## src/fbmrt_pkg.sv

```systemverilog
// Package: constants, states and carrier types for the flash bus host controller
package fbmrt_pkg;
   localparam int CLK_MHZ = 25;
   // Reset pulse minimums, recovery figures, write and read access times
   localparam int RESET_LOW_BUSY_US = 35;
   localparam int RESET_LOW_IDLE_NS = 100;
   localparam int RESET_DONE_NS = 100;
   localparam int RECOVERY_NS = 210;
   localparam int WRITE_PULSE_NS = 70;
   localparam int WRITE_HIGH_NS = 30;
   localparam int WRITE_RECOVERY_NS = 35;
   localparam int READ_ACCESS_NS = 150;
   localparam int POST_RESET_US = 1;
   // Cycle counts, least times rounded up
   localparam int RESET_LOW_BUSY_CYC = RESET_LOW_BUSY_US * CLK_MHZ;
   localparam int RESET_LOW_IDLE_CYC = (RESET_LOW_IDLE_NS * CLK_MHZ + 999) / 1000;
   localparam int RECOVERY_CYC = ((RESET_DONE_NS + RECOVERY_NS) * CLK_MHZ + 999) / 1000;
   localparam int WRITE_PULSE_CYC = (WRITE_PULSE_NS * CLK_MHZ + 999) / 1000;
   localparam int WRITE_HIGH_CYC = (WRITE_HIGH_NS * CLK_MHZ + 999) / 1000;
   localparam int WRITE_RECOVERY_CYC = (WRITE_RECOVERY_NS * CLK_MHZ + 999) / 1000;
   localparam int READ_ACCESS_CYC = (READ_ACCESS_NS * CLK_MHZ + 999) / 1000;
   localparam int POST_RESET_CYC = POST_RESET_US * CLK_MHZ;
   // Operation durations: worst and typical cases in microseconds or milliseconds, then buffer, command and width constants
   localparam int BUF_PROG_MAX_US = 654;
   localparam int WORD_PROG_MAX_US = 630;
   localparam int BLOCK_PROG_MAX_MS = 2400;
   localparam int CLEAR_LOCK_MAX_MS = 1400;
   localparam int PROG_SUSPEND_MAX_US = 90;
   localparam int ERASE_SUSPEND_MAX_US = 40;
   localparam int WORD_PROG_TYP_US = 210;
   localparam int BUF_PROG_TYP_US = 218;
   localparam int BUF_ALIGN_BYTES = 32;
   localparam logic [7:0] STATUS_READY = 8'h80;
   localparam logic [7:0] CMD_READ_ARRAY = 8'hFF;
   localparam int CNT_W = 32;

   // Host controller states
   typedef enum logic [7:0] {
      FBM_IDLE = 8'h01,
      FBM_WR_LOW = 8'h02,
      FBM_WR_HIGH = 8'h04,
      FBM_RD_WAIT = 8'h08,
      FBM_RD_DONE = 8'h10,
      FBM_RST_LOW = 8'h20,
      FBM_RST_REC = 8'h40,
      FBM_POLL = 8'h80
   } fbmrt_state_t;

   // Request from the user side
   typedef struct packed {
      logic write;
      logic reset;
      logic poll;
      logic [23:0] addr;
      logic [15:0] data;
   } fbmrt_req_t;

   // Pins towards the flash (outputs)
   typedef struct packed {
      logic ce_n;
      logic oe_n;
      logic we_n;
      logic reset_power_down_n;
      logic program_enable_supply;
      logic [23:0] addr;
      logic [15:0] dq_out;
      logic dq_oe;
   } fbmrt_pins_t;
endpackage : fbmrt_pkg

```

## src/fbmrt_host.sv

```systemverilog
// Host controller driving an asynchronous NOR flash through its pins
// How it works
// - Host holds reset low at least 35 us when the flash is busy at a reset request; the start-up pulse is always the short one.
// - Host holds reset low at least 100 ns when the flash is idle.
// - Host waits recovery from later of ready pin or reset rising.
// - Host writes words singly and never issues a buffered program.
// - Host never asserts output and write strobes together.
`timescale 1ns/1ps
module fbmrt_host #(
   parameter int RESET_LOW_BUSY_CYC = fbmrt_pkg::RESET_LOW_BUSY_CYC,
   parameter int POST_RESET_CYC = fbmrt_pkg::POST_RESET_CYC,
   parameter int BUSY_TIMEOUT_US = fbmrt_pkg::BLOCK_PROG_MAX_MS * 1000
) (
   // Clock and reset
   input wire logic clock,
   input wire logic arst_n,
   input wire logic clk_en,
   // User request
   input wire logic req_valid,
   output logic req_ready,
   input wire fbmrt_pkg::fbmrt_req_t req,
   // User answer
   output logic rsp_valid,
   output logic [15:0] rsp_data,
   output logic busy_timeout,
   output logic op_aborted,
   // Flash pins
   output fbmrt_pkg::fbmrt_pins_t pins,
   input wire logic [15:0] dq_in,
   input wire logic ready_status_pin
);
   fbmrt_pkg::fbmrt_state_t state_reg, state_next;
   logic [15:0] rsp_data_reg;
   logic rsp_valid_reg;
   logic timeout_reg;
   logic aborted_reg;
   logic ready_q;
   logic recovered_reg;
   logic tmr_load;
   logic [fbmrt_pkg::CNT_W-1:0] tmr_count;
   logic tmr_done;
   logic [fbmrt_pkg::CNT_W-1:0] poll_cnt_reg;

   // Cycles from a figure in nanoseconds, rounded up, never below one
   function automatic logic [fbmrt_pkg::CNT_W-1:0] ns_cyc(input int ns);
      int c;
      c = (ns * fbmrt_pkg::CLK_MHZ + 999) / 1000;
      if (c < 1) begin
         c = 1;
      end
      return fbmrt_pkg::CNT_W'(c);
   endfunction

   fbmrt_timer #(.W(fbmrt_pkg::CNT_W)) u_timer (
      .clock(clock),
      .arst_n(arst_n),
      .clk_en(clk_en),
      .load(tmr_load),
      .count(tmr_count),
      .done(tmr_done)
   );

   // Ready pin taken as synchronous; registered once for edge use
   always_ff @(posedge clock or negedge arst_n) begin
      if (!arst_n) begin
         ready_q <= 1'b1;
      end else if (clk_en) begin
         ready_q <= ready_status_pin;
      end
   end

   // Next state and timer loads
   always_comb begin
      state_next = state_reg;
      tmr_load = 1'b0;
      tmr_count = '0;
      unique case (state_reg)
         fbmrt_pkg::FBM_IDLE: begin
            if (!recovered_reg) begin
               // Release starts a fresh pulse, so its length never rests on how long reset was held
               state_next = fbmrt_pkg::FBM_RST_LOW;
               tmr_load = 1'b1;
               tmr_count = ready_q ? ns_cyc(fbmrt_pkg::RESET_LOW_IDLE_NS)
                                   : fbmrt_pkg::CNT_W'(RESET_LOW_BUSY_CYC);
            end else if (req_valid) begin
               if (req.reset) begin
                  state_next = fbmrt_pkg::FBM_RST_LOW;
                  tmr_load = 1'b1;
                  // Busy flash needs the long pulse, idle one the short
                  tmr_count = ready_q ? ns_cyc(fbmrt_pkg::RESET_LOW_IDLE_NS)
                                      : fbmrt_pkg::CNT_W'(RESET_LOW_BUSY_CYC);
               end else if (req.write) begin
                  // Words go out singly, never as a buffered program, so no alignment duty arises
                  state_next = fbmrt_pkg::FBM_WR_LOW;
                  tmr_load = 1'b1;
                  tmr_count = ns_cyc(fbmrt_pkg::WRITE_PULSE_NS);
               end else if (req.poll) begin
                  state_next = fbmrt_pkg::FBM_POLL;
                  tmr_load = 1'b1;
                  tmr_count = ns_cyc(fbmrt_pkg::READ_ACCESS_NS);
               end else begin
                  state_next = fbmrt_pkg::FBM_RD_WAIT;
                  tmr_load = 1'b1;
                  tmr_count = ns_cyc(fbmrt_pkg::READ_ACCESS_NS);
               end
            end
         end
         fbmrt_pkg::FBM_WR_LOW: begin
            if (tmr_done) begin
               // Strobe rises here; address and data stay for the latch edge
               state_next = fbmrt_pkg::FBM_WR_HIGH;
               tmr_load = 1'b1;
               tmr_count = ns_cyc(fbmrt_pkg::WRITE_RECOVERY_NS + fbmrt_pkg::WRITE_HIGH_NS);
            end
         end
         fbmrt_pkg::FBM_WR_HIGH: begin
            if (tmr_done) begin
               state_next = fbmrt_pkg::FBM_IDLE;
            end
         end
         fbmrt_pkg::FBM_RD_WAIT: begin
            if (tmr_done) begin
               state_next = fbmrt_pkg::FBM_RD_DONE;
            end
         end
         fbmrt_pkg::FBM_RD_DONE: begin
            state_next = fbmrt_pkg::FBM_IDLE;
         end
         fbmrt_pkg::FBM_RST_LOW: begin
            if (tmr_done) begin
               // Wait covers internal reset plus recovery to valid output
               state_next = fbmrt_pkg::FBM_RST_REC;
               tmr_load = 1'b1;
               tmr_count = fbmrt_pkg::CNT_W'(POST_RESET_CYC);
            end
         end
         fbmrt_pkg::FBM_RST_REC: begin
            // Count restarts while ready stays low, so it runs from the later rise
            if (!ready_q) begin
               tmr_load = 1'b1;
               tmr_count = fbmrt_pkg::CNT_W'(POST_RESET_CYC);
            end else if (tmr_done) begin
               state_next = fbmrt_pkg::FBM_IDLE;
            end
         end
         fbmrt_pkg::FBM_POLL: begin
            if (tmr_done) begin
               state_next = fbmrt_pkg::FBM_RD_DONE;
            end
         end
         default: begin
            state_next = fbmrt_pkg::FBM_IDLE;
         end
      endcase
   end

   // State register
   always_ff @(posedge clock or negedge arst_n) begin
      if (!arst_n) begin
         state_reg <= fbmrt_pkg::FBM_IDLE;
      end else if (clk_en) begin
         state_reg <= state_next;
      end
   end

   // Recovery flag: false until the first reset sequence completes
   always_ff @(posedge clock or negedge arst_n) begin
      if (!arst_n) begin
         recovered_reg <= 1'b0;
      end else if (clk_en) begin
         if (state_reg == fbmrt_pkg::FBM_RST_REC && state_next == fbmrt_pkg::FBM_IDLE) begin
            recovered_reg <= 1'b1;
         end
      end
   end

   // Read data and answer pulse; busy status uses only bit 7
   always_ff @(posedge clock or negedge arst_n) begin
      if (!arst_n) begin
         rsp_data_reg <= '0;
         rsp_valid_reg <= 1'b0;
      end else if (clk_en) begin
         rsp_valid_reg <= 1'b0;
         if ((state_reg == fbmrt_pkg::FBM_RD_WAIT || state_reg == fbmrt_pkg::FBM_POLL) && tmr_done) begin
            rsp_valid_reg <= 1'b1;
            rsp_data_reg <= (state_reg == fbmrt_pkg::FBM_POLL) ? {8'h00, dq_in[7], 7'h00} : dq_in;
         end
      end
   end

   // Busy watchdog: flash runs algorithms alone, host only watches ready
   // Default bound is the longest worst case, covering
   always_ff @(posedge clock or negedge arst_n) begin
      if (!arst_n) begin
         poll_cnt_reg <= '0;
         timeout_reg <= 1'b0;
      end else if (clk_en) begin
         if (ready_q || state_reg == fbmrt_pkg::FBM_RST_LOW) begin
            poll_cnt_reg <= '0;
         end else if (poll_cnt_reg < fbmrt_pkg::CNT_W'(BUSY_TIMEOUT_US * fbmrt_pkg::CLK_MHZ)) begin
            poll_cnt_reg <= poll_cnt_reg + 1'b1;
         end else begin
            timeout_reg <= 1'b1;
         end
         if (req_valid && req_ready && req.reset) begin
            timeout_reg <= 1'b0;
         end
      end
   end

   // Abort flag: reset while busy leaves target contents invalid
   always_ff @(posedge clock or negedge arst_n) begin
      if (!arst_n) begin
         aborted_reg <= 1'b0;
      end else if (clk_en) begin
         if (req_valid && req_ready && req.reset) begin
            aborted_reg <= !ready_q;
         end
      end
   end

   // Pin drive; output and write strobes are never low together
   always_ff @(posedge clock or negedge arst_n) begin
      if (!arst_n) begin
         pins <= '{ce_n: 1'b1, oe_n: 1'b1, we_n: 1'b1, reset_power_down_n: 1'b0,
                   program_enable_supply: 1'b0, addr: '0, dq_out: '0, dq_oe: 1'b0};
      end else if (clk_en) begin
         pins.reset_power_down_n <= (state_next != fbmrt_pkg::FBM_RST_LOW);
         pins.program_enable_supply <= 1'b1;
         pins.we_n <= (state_next != fbmrt_pkg::FBM_WR_LOW);
         pins.oe_n <= !(state_next == fbmrt_pkg::FBM_RD_WAIT || state_next == fbmrt_pkg::FBM_POLL);
         pins.ce_n <= !(state_next == fbmrt_pkg::FBM_WR_LOW || state_next == fbmrt_pkg::FBM_RD_WAIT
                        || state_next == fbmrt_pkg::FBM_POLL);
         // Data bus driven only across the write, never while flash may drive it
         pins.dq_oe <= (state_next == fbmrt_pkg::FBM_WR_LOW || state_next == fbmrt_pkg::FBM_WR_HIGH);
         if (req_valid && req_ready) begin
            pins.addr <= req.addr;
            pins.dq_out <= req.data;
         end
      end
   end

   // Reads after reset need no command: flash is in array read
   assign req_ready = (state_reg == fbmrt_pkg::FBM_IDLE) && recovered_reg && clk_en; // A frozen cycle takes nothing
   assign rsp_valid = rsp_valid_reg;
   assign rsp_data = rsp_data_reg;
   assign busy_timeout = timeout_reg;
   assign op_aborted = aborted_reg;
endmodule // fbmrt_host

```

## src/fbmrt_timer.sv

```systemverilog
// Down counter that measures pin timings and reset and recovery waits
`timescale 1ns/1ps
module fbmrt_timer #(
   parameter int W = 32
) (
   // Clock and reset
   input wire logic clock,
   input wire logic arst_n,
   input wire logic clk_en,
   // Control
   input wire logic load,
   input wire logic [W-1:0] count,
   // Status
   output logic done
);
   logic [W-1:0] cnt_reg;

   // Load wins over counting so a new interval always restarts cleanly
   always_ff @(posedge clock or negedge arst_n) begin
      if (!arst_n) begin
         cnt_reg <= '0;
      end else if (clk_en) begin
         if (load) begin
            cnt_reg <= count;
         end else if (cnt_reg != '0) begin
            cnt_reg <= cnt_reg - 1'b1;
         end
      end
   end

   // Done looks at the count alone: gating it with load would close a loop through the
   // controller's next-state logic, which itself loads on done
   assign done = (cnt_reg == '0);
endmodule // fbmrt_timer

```

## config.mk

```make
export PLATFORM = sky130hd
export DESIGN_NAME = fbmrt_host
export DESIGN_NICKNAME = d
export VERILOG_FILES = /design/src/fbmrt_pkg.sv /design/src/fbmrt_host.sv /design/src/fbmrt_timer.sv
export SDC_FILE = /design/constraint.sdc
export NUM_CORES = 1
export LEC_CHECK = 0
export ABC_AREA = 0
export BUFFER_PORTS_ARGS = -buffer_cell sky130_fd_sc_hd__buf_2
export CAP_MARGIN = 40
export CELL_PAD_IN_SITES_DETAIL_PLACEMENT = 0
export CELL_PAD_IN_SITES_GLOBAL_PLACEMENT = 1
export CORE_MARGIN = 2
export CORE_UTILIZATION = 43
export DETAILED_ROUTE_END_ITERATION = 16
export PLACE_DENSITY_LB_ADDON = 0.15
export SYNTH_ARGS = -nofsm -noshare
export SYNTH_HDL_FRONTEND = slang
export SYNTH_SLANG_ARGS = --single-unit
```

## constraint.sdc

```tcl
create_clock -name clock -period 2.73 [get_ports clock]
set_input_delay 0.4095 -clock clock [delete_from_list [all_inputs] [get_ports clock]]
set_output_delay 0.4095 -clock clock [all_outputs]
set_load 0.03 [all_outputs]
```

* Yosys cells after proc, flatten, opt, wreduce, memory -nomap -nowiden
Cells that the tools add are included.
** Cells by class
- Add/sub/neg operators :: 2
- $mul :: 0
- Div/mod/pow operators :: 0
- Order comparisons :: 1
- Equal/unequal tests :: 16
- Shifts and indexed selects :: 0
- Multiplexer cells :: 34
- Bitwise operators :: 0
- Reductions and logical operators :: 28
** Operators with widths (number)
- 32-bit 2-to-1 mux :: 4
- 8-bit 2-to-1 mux :: 10
- 8-bit one-hot mux with 6 select lines :: 1
- 10-bit 2-to-1 mux :: 4
- 10-bit one-hot mux with 4 select lines :: 1
- 32-bit by 1-bit adder with 32-bit output (second input constant) :: 1
- 32-bit logical NOT :: 1
- 32-bit by 26-bit < comparator with 1-bit output (second input constant) :: 1
- 32-bit nonzero test :: 1
- 32-bit by 1-bit subtractor with 32-bit output (second input constant) :: 1
- 8-bit by 1-bit equality test with 1-bit output (second input constant) :: 2
- 8-bit by 2-bit equality test with 1-bit output (second input constant) :: 2
- 8-bit by 3-bit equality test with 1-bit output (second input constant) :: 2
- 8-bit by 4-bit equality test with 1-bit output (second input constant) :: 2
- 8-bit equality test (second input constant) :: 2
- 16-bit 2-to-1 mux :: 1
- 2-bit AND reduction :: 6
- 5-bit 2-to-1 mux :: 2
- 8-bit by 6-bit equality test with 1-bit output (second input constant) :: 1
- 8-bit by 7-bit equality test with 1-bit output (second input constant) :: 1
- 1-bit 2-to-1 mux :: 8
- 8-bit by 2-bit inequality test with 1-bit output (second input constant) :: 1
- 8-bit by 6-bit inequality test with 1-bit output (second input constant) :: 1
- 1-bit logical AND :: 6
- 9 further kinds :: 19
** Word-level totals
- Flip-flop bits (word level) :: 139
- Latch bits :: 0
- RAM bits :: 0
- ROM bits :: 0
- Output and inout bits :: 66
- Word-level logic and storage cells :: 98
- Memories kept :: 0

* Logic depth before layout (Yosys ltp)
Gate-level depths: netlist of the first run.
- Depth in word-level cells :: 10
- Gate-level depth with buffers :: 11
- Gate-level depth less buffers :: 8

* Cells and area by module
A second synthesis of the first run with hierarchy kept.
** Unflattened totals
- Cell total of the unflattened synthesis :: 704
- Area total of the unflattened synthesis :: 7055.5 µm²
** Modules (own cells, without submodules)
- fbmrt_host :: times used 1, cells an instance 445, area an instance 4904.7 µm², seq. area each 2683.8 µm²
- fbmrt_timer :: times used 1, cells an instance 259, area an instance 2150.8 µm², seq. area each 800.8 µm²

* Worst setup path before layout of the first run
Ideal clock, no wire load.
- Path type :: reg-to-reg
- From :: register u_timer.cnt_reg[0]
- To :: register u_timer.cnt_reg[10]
- Library setup time :: 0.119 ns
- Arrival time :: 2.217 ns
- Slack :: 0.394 ns
- Stages on the path, launching flop included :: 11
- Buffers on the path :: 2
- Period minus slack after synthesis :: 2.336 ns
- Path through :: dfrtp_1 -> inv_1 -> ha_1 -> nor4b_2 -> nand3_1 -> or3_1 -> buf_6 -> o21ai_4 -> buf_2 -> nor4_1 -> o21a_1
** On the way
- Longest elaborated chain between the ends :: 5
- Elaborated cells on any way between the ends :: 9
** Ends and longest elaborated chain
- start, declared :: RTL line fbmrt_timer.sv:16 : logic [W-1:0] cnt_reg;
- start signal, assigned :: RTL line fbmrt_timer.sv:24 : cnt_reg <= count;
- start signal, assigned :: RTL line fbmrt_timer.sv:26 : cnt_reg <= cnt_reg - 1'b1;
- branches (longest 5 deep; another with 32-bit by 1-bit subtractor with 32-bit output)
Parallel ways; which one is timed is not known. The select of a mux whose other input is x is not followed.
A chain may end at the register's enable or synchronous reset.

* Final worst setup path of the first run
- From :: register state_reg[1]
- To :: output req_ready
** On the way
- Longest elaborated chain between the ends :: 3
** Ends and longest elaborated chain
- start, declared :: RTL line fbmrt_host.sv:32 : fbmrt_pkg::fbmrt_state_t state_reg, state_next;
- start signal, assigned :: RTL line fbmrt_host.sv:160 : state_reg <= fbmrt_pkg::FBM_IDLE;
- start signal, assigned :: RTL line fbmrt_host.sv:162 : state_reg <= state_next;
- 8-bit by 1-bit equality test with 1-bit output :: RTL line fbmrt_host.sv:244 : assign req_ready = (state_reg == fbmrt_pkg::FBM_IDLE) && recovered_reg && clk_en;
- 1-bit logical AND (2 in a row) :: RTL line fbmrt_host.sv:244
- end, declared :: RTL line fbmrt_host.sv:20 : output logic req_ready,
No other way between the ends.

==> run_results.csv, run 1 <==
group,metric,value,unit
synth,postSynthCellCount,663,
final_layout,finalNonFillerCells,1030,
final_layout,largest_reg_flops,46,
sta,skew,0.0134,ns
status,status,"finished, violations left",
cts,cts_buffer_depth,2,
grt,antenna_found_initial,0,
pwr,irDropWorstVdd,0.545,mV
final_layout,fin_nets,872,
synth,syn_nets,729,
synth,ys_seq_area_share,51.5,%
critical_path,cp_max_fo,10,
synth,yosysMostFrequentCell,"dfrtp_1",
routing,drcViolationCount,0,
pwr,power.density,830,nW/um2
critical_path,cp_num_buf_inv,1,
critical_path,cpMaxStageDelayCell,"dfrtp_1",
sta,finalCriticalPeriod,2.61,ns
sta,finalSetupTns,0,ns
sta,slew_headroom,39.8,%
synth,synthFlopType,"dfrtp_1",
grt,gr-total-overflow,0,
die,core_area,15300,um2
routing,ant_nets,0,
routing,num_vias,5776,
critical_path,cp.depth,4,
synth,synth-edff-count,0,
routing,via_per_inst,5.61,
status,violations,"hold timing",
routing,routedWlPerCell,16.2,um
place,portBuffers,129,
synth,synth.area.top_cells,"dfrtp_1 (50%), mux2_2 (7.0%), o21ai_0 (4.1%)",
place,gp_congestion,0.828,
routing,drtPass1Iterations,4,
place,hpwl,11500,um
cts,cts_hold_buf,0,
synth,netlist_area,6760,um2
synth,async_flop_share,100,%
sta,max_freq,383,MHz
cts,cts_tree,"done",
place,dp.cells,994,
synth,avgSynthCellArea,10.2,um2
critical_path,max_stage_delay,0.53,ns
die,die_width,129,um
grt,grt_max_degree,63,
final_layout,syn2layout_area_growth,23.8,%
die,fp.dieH,129,um
critical_path,crit_chain,"nor4_4 > and3_1 > and3_1 > buf_2",
grt,grt_pass1_vias,5751,
die,design.die.area,16700,um2
cts,cts_sinks,139,
critical_path,path_class,"flop to output port",
grt,grt_first_pass_wirelength,28200,um
cts,root_buffer,"clkbuf_16",
pwr,p_leak,4.00,nW
cts,clkLatencyLatePin,0.43,ns
cts,cts_buffers,17,
synth,yosysTopAreaCell,"dfrtp_1",
cts,cts_htree_levels,4,
final_layout,antenna_cells,0,
sta,fin_crit_sh,95.6,%
synth,yosys_warnings,0,
final_layout,ff_latch_area,3480,um2
critical_path,cp.arrival,2.20,ns
sta,slew_violations,0,
sta,hold_slack,-0.0245,ns
die,rows,45,
synth,synth_top_area_share,49.6,%
sta,worst_pin_slew,0.898,ns
sta,hold_viol,49,
sta,rsz0062_at_grt,"false",
cts,clk_pin_slew,0.06,ns
critical_path,critPathCaptureType,"output port",
worst_hold_path,hp-class,"input port to asynchronous set/reset pin",
die,start_util,44.2,%
routing,drt-initial-drc-count,405,
critical_path,cp_common_cell,"and3_1",
critical_path,reg2reg_depth,9,
die,ios,130,
synth,ys_types,67,
sta,setup_viol,0,
synth,ys_ff_latch,139,
routing,drt_wl_total,16700,um
flow_run,maxCapViolations,0,
grt,gr-usage-all-layers,20.9,%
critical_path,critPathLaunchType,"flop",
synth,synth_common_cells,"dfrtp_1 (134), nand2_1 (62), o21ai_0 (56)",
final_layout,drive_gt1_share,32.4,%
final_layout,multi_input_area,3070,um2
final_layout,nFillCells,1392,
critical_path,critPathTopFamily,"simple AND/OR/NAND/NOR gates",
critical_path,cp.required,2.32,ns
-- kinds of logic (layout without fill, tap and decap cells) --
logic type / Yosys count / count (layout) / synth area share [%]
adder cells (fa/ha/maj): 2 / 2 / 0.370
flip-flops: 139 / 139 / 51.5
AO/OA/AOI/OAI: 172 / 172 / 15.4
buffers and inverters: 49 / 205 / 3.31
XOR/XNOR: 3 / 3 / 0.389
multiplexers: 46 / 46 / 7.58
AND/OR/NAND/NOR: 252 / 252 / 21.4
-- routing by layer --
layer / track usage, % / up-vias / share of wire (%)
met5: 0 / - / 0
met1: 28.1 / 2861 / 45
met4: 6.01 / 0 / 0.97
met2: 32.8 / 146 / 48
met3: 6.73 / 17 / 6.3
li1: - / 2752 / -
-- metrics by stage --
| stage | setup slack, ns | hold slack (ns) | cell area [um2] | util (%) | power [mW] |
|---|---|---|---|---|---|
| after floorplan | 0.394 | 0.114 | 6760 | - | 4.05 |
| after global placement | 0.254 | 0.447 | 7770 | 50.7 | 4.64 |
| after detailed placement | 0.190 | 0.452 | 7770 | 50.7 | 4.71 |
| after CTS | 0.136 | 0.000886 | 8340 | 54.4 | 6.97 |
| after global routing | 0.0235 | 0.0158 | 8380 | 54.7 | 7.36 |
| final | 0.119 | -0.0245 | 8380 | 54.7 | 6.95 |
-- power breakdown --
group	leakage (nW)	internal (mW)	switching (mW)
Combinational	1.85	0.835	1.25
Clock	0.270	1.21	1.03
Sequential	1.89	2.34	0.291
Total	4.00	4.38	2.57
-- final cells by class --
class	count	area share (%)
timing repair buffer	161	11.2
tap	211	3.15
multi-input combinational	475	36.6
clock inverter	15	1.75
clock buffer	17	5.08
sequential	139	41.6
inverter	12	0.538
-- cell usage in the layout (no fill, tap or decap), types with 8 or more instances in the layout --
master | synthesis | routed
o21ai_0 | 56 | 55
or4_1 | 13 | 13
nand4_1 | 19 | 19
buf_2 | 11 | 128
buf_4 | 0 | 28
nor4_1 | 13 | 12
a21oi_1 | 53 | 52
nand2_1 | 62 | 62
inv_1 | 12 | 12
mux2_2 | 42 | 42
o31ai_1 | 15 | 15
a31oi_1 | 8 | 8
clkbuf_16 | 0 | 17
and3_1 | 15 | 15
nand2b_1 | 8 | 8
or3_1 | 30 | 30
nand3_1 | 22 | 22
nor2_1 | 24 | 24
dfrtp_1 | 134 | 134
-- repair_timing --
action	4_1_cts	5_1_grt
setup buffers	0	4
endpoints found under the setup margin	0	12
gates resized for setup	0	3
-- path summary, 6_finish.rpt --
check,from,to,slack [ns]
setup reg to reg,u_timer.cnt_reg[0],u_timer.cnt_reg[7],0.24
hold / removal,arst_n,u_timer.cnt_reg[18],-0.02
setup / recovery,state_reg[1],req_ready,0.12
hold reg to reg,rsp_data[13],rsp_data[13],0.48
min in group clock,req[40],state_reg[3],0.17
max in group asynchronous,arst_n,u_timer.cnt_reg[21],2.01
Power figures use the tool's default switching activity.
==> run 2: changes to the inputs <==
--- a/config.mk
+++ b/config.mk
@@ -8,7 +8,7 @@
 export ABC_AREA = 0
 export BUFFER_PORTS_ARGS = -buffer_cell sky130_fd_sc_hd__buf_2
 export CAP_MARGIN = 40
-export CELL_PAD_IN_SITES_DETAIL_PLACEMENT = 0
+export CELL_PAD_IN_SITES_DETAIL_PLACEMENT = 1
 export CELL_PAD_IN_SITES_GLOBAL_PLACEMENT = 1
 export CORE_MARGIN = 2
 export CORE_UTILIZATION = 43
==> run 2 against run 1 <==
Compared with the run above: the run now ends clean; count of clock-buffer cells in the layout increased by 1; combinational power up 2%; cell area decreased by 0.22%; wire length increased by 12%; worst setup slack improved by 0.013 ns; final cell count fell by 0.19%; clock power down 3%; critical path type unchanged; global-route usage up 2.8 points; clock skew down 0.0035 ns.
==> run_results.csv, run 2 (synthesis results as in run 1) <==
group,metric,value,unit
status,status,"finished, final reports clean",
worst_hold_path,worstHoldStart,"req[41]",
final_layout,layout_commonest_cell,"dfrtp_1",
critical_path,cp_num_buf_inv,1,
flow_run,maxCapViolations,0,
critical_path,cpMaxStageDelayCell,"dfrtp_1",
die,ios,130,
critical_path,reg2reg_depth,8,
routing,drtPass1Iterations,4,
routing,via_per_inst,5.70,
routing,ant_nets,0,
cts,root_buffer,"clkbuf_16",
die,fp.dieH,129,um
pwr,irDropWorstVdd,0.494,mV
cts,clkLatencyLatePin,0.43,ns
critical_path,r2r_slack,0.16,ns
die,rows,45,
sta,finalSetupTns,0,ns
cts,cts_htree_levels,4,
final_layout,fin_nets,870,
routing,num_vias,5863,
critical_path,max_stage_delay,0.52,ns
critical_path,r2r_end,"u_timer.cnt_reg[3]",
critical_path,critPathLaunchType,"flop",
grt,top_usage_layer,"met2",
routing,routedWlPerCell,18.2,um
grt,antenna_found_initial,0,
sta,slew_violations,0,
die,core_area,15300,um2
routing,drt_wl_total,18700,um
place,portBuffers,129,
cts,cts_sinks,139,
sta,setup_viol,0,
die,start_util,44.2,%
critical_path,critPathCaptureType,"output port",
grt,grt_pass1_vias,6324,
grt,grtUsageMet1,30.3,%
grt,use_met2,39.5,%
routing,drcViolationCount,0,
place,hpwl,12900,um
grt,grt_max_degree,63,
cts,cts_buffer_depth,2,
critical_path,crit_chain,"nor4_4 > and3_1 > and3_1 > buf_2",
grt,grt_first_pass_wirelength,31800,um
die,design.die.area,16700,um2
worst_hold_path,hp-class,"input port to flop",
place,gp_congestion,0.828,
critical_path,cp.required,2.32,ns
critical_path,rr_startpoint,"u_timer.cnt_reg[0]",
worst_hold_path,min_to,"busy_timeout",
final_layout,final_util,54.6,%
critical_path,cp_max_fo,10,
critical_path,cp_common_cell,"and3_1",
sta,skew,0.00987,ns
sta,slew_headroom,37.3,%
grt,gr-usage-all-layers,23.8,%
cts,cts_tree,"done",
cts,clk_pin_slew,0.06,ns
sta,worst_pin_slew,0.934,ns
sta,finalCriticalPeriod,2.60,ns
pwr,power.density,831,nW/um2
die,die_width,129,um
critical_path,cp.arrival,2.19,ns
grt,gr-total-overflow,0,
final_layout,final_cell_mix,"dfrtp_1 (134), buf_2 (128), nand2_1 (62)",
final_layout,antenna_cells,0,
final_layout,syn2layout_area_growth,23.5,%
sta,hold_viol,0,
final_layout,drive_gt1_share,32.1,%
critical_path,critPathTopFamily,"simple AND/OR/NAND/NOR gates",
final_layout,largest_reg_flops,46,
grt,gr-usage-met3,7.10,%
routing,drt-initial-drc-count,216,
pwr,power.total,6.95,mW
pwr,p_leak,4.00,nW
critical_path,path_class,"flop to output port",
cts,cts_buffers,17,
sta,fin_crit_sh,95.2,%
worst_hold_path,holdPathStages,2,
sta,max_freq,385,MHz
==> run 2: power by group <==
| group | switching, mW | internal, mW | total (mW) |
|---|---|---|---|
| Combinational | 1.29 | 0.840 | 2.13 |
| Sequential | 0.299 | 2.34 | 2.64 |
| Clock | 0.973 | 1.20 | 2.18 |
==> run 2: how the worst max path moves through the flow <==
stage / start / end / slack [ns] / depth (start not counted)
after floorplan: u_timer.cnt_reg[0] / u_timer.cnt_reg[10] / 0.39 / 10
after global placement: u_timer.cnt_reg[0] / u_timer.cnt_reg[15] / 0.25 / 8
after detailed placement: u_timer.cnt_reg[0] / u_timer.cnt_reg[26] / 0.12 / 8
after CTS: u_timer.cnt_reg[0] / u_timer.cnt_reg[26] / 0.11 / 8
after global routing: u_timer.cnt_reg[0] / u_timer.cnt_reg[3] / -0.008 / 8
final: state_reg[1] / req_ready / 0.13 / 4
==> run 2: area by class of cell <==
cell class | count | area (um2)
clock buffer | 18 | 439
clock inverter | 14 | 109
fill | 1806 | 6960
inverter | 12 | 45.0
multi-input combinational | 475 | 3070
sequential | 139 | 3480
tap | 211 | 264
timing repair buffer | 159 | 942
==> run 2: through the flow <==
stage | cells | area [um2] | setup WS (ns) | hold WS, ns
3_5_place_dp | 994 | 7770 | 0.116 | 0.450
3_3_place_gp | 994 | 7770 | 0.254 | 0.447
4_1_cts | 1027 | 8320 | 0.106 | 0.172
2_1_floorplan | 663 | 6760 | 0.394 | 0.114
5_1_grt | 1028 | 8360 | -0.00826 | 0.173
6_report | 1028 | 8360 | 0.132 | 0.187
==> run 2: repair_timing <==
| item | in CTS | in global routing |
|---|---|---|
| hold endpoints to repair | 5 | 0 |
| gates resized for setup | 0 | 3 |
| buffers inserted | 0 | 1 |
| hold buffers | 1 | 0 |
| setup endpoints to repair | 0 | 21 |
==> run 2: metal layers <==
metal | share of wire [%] | routed length [um]
met5 | 0 | 0
met4 | 1.4 | 260
met3 | 5.2 | 977
met2 | 50 | 9420
met1 | 43 | 8080
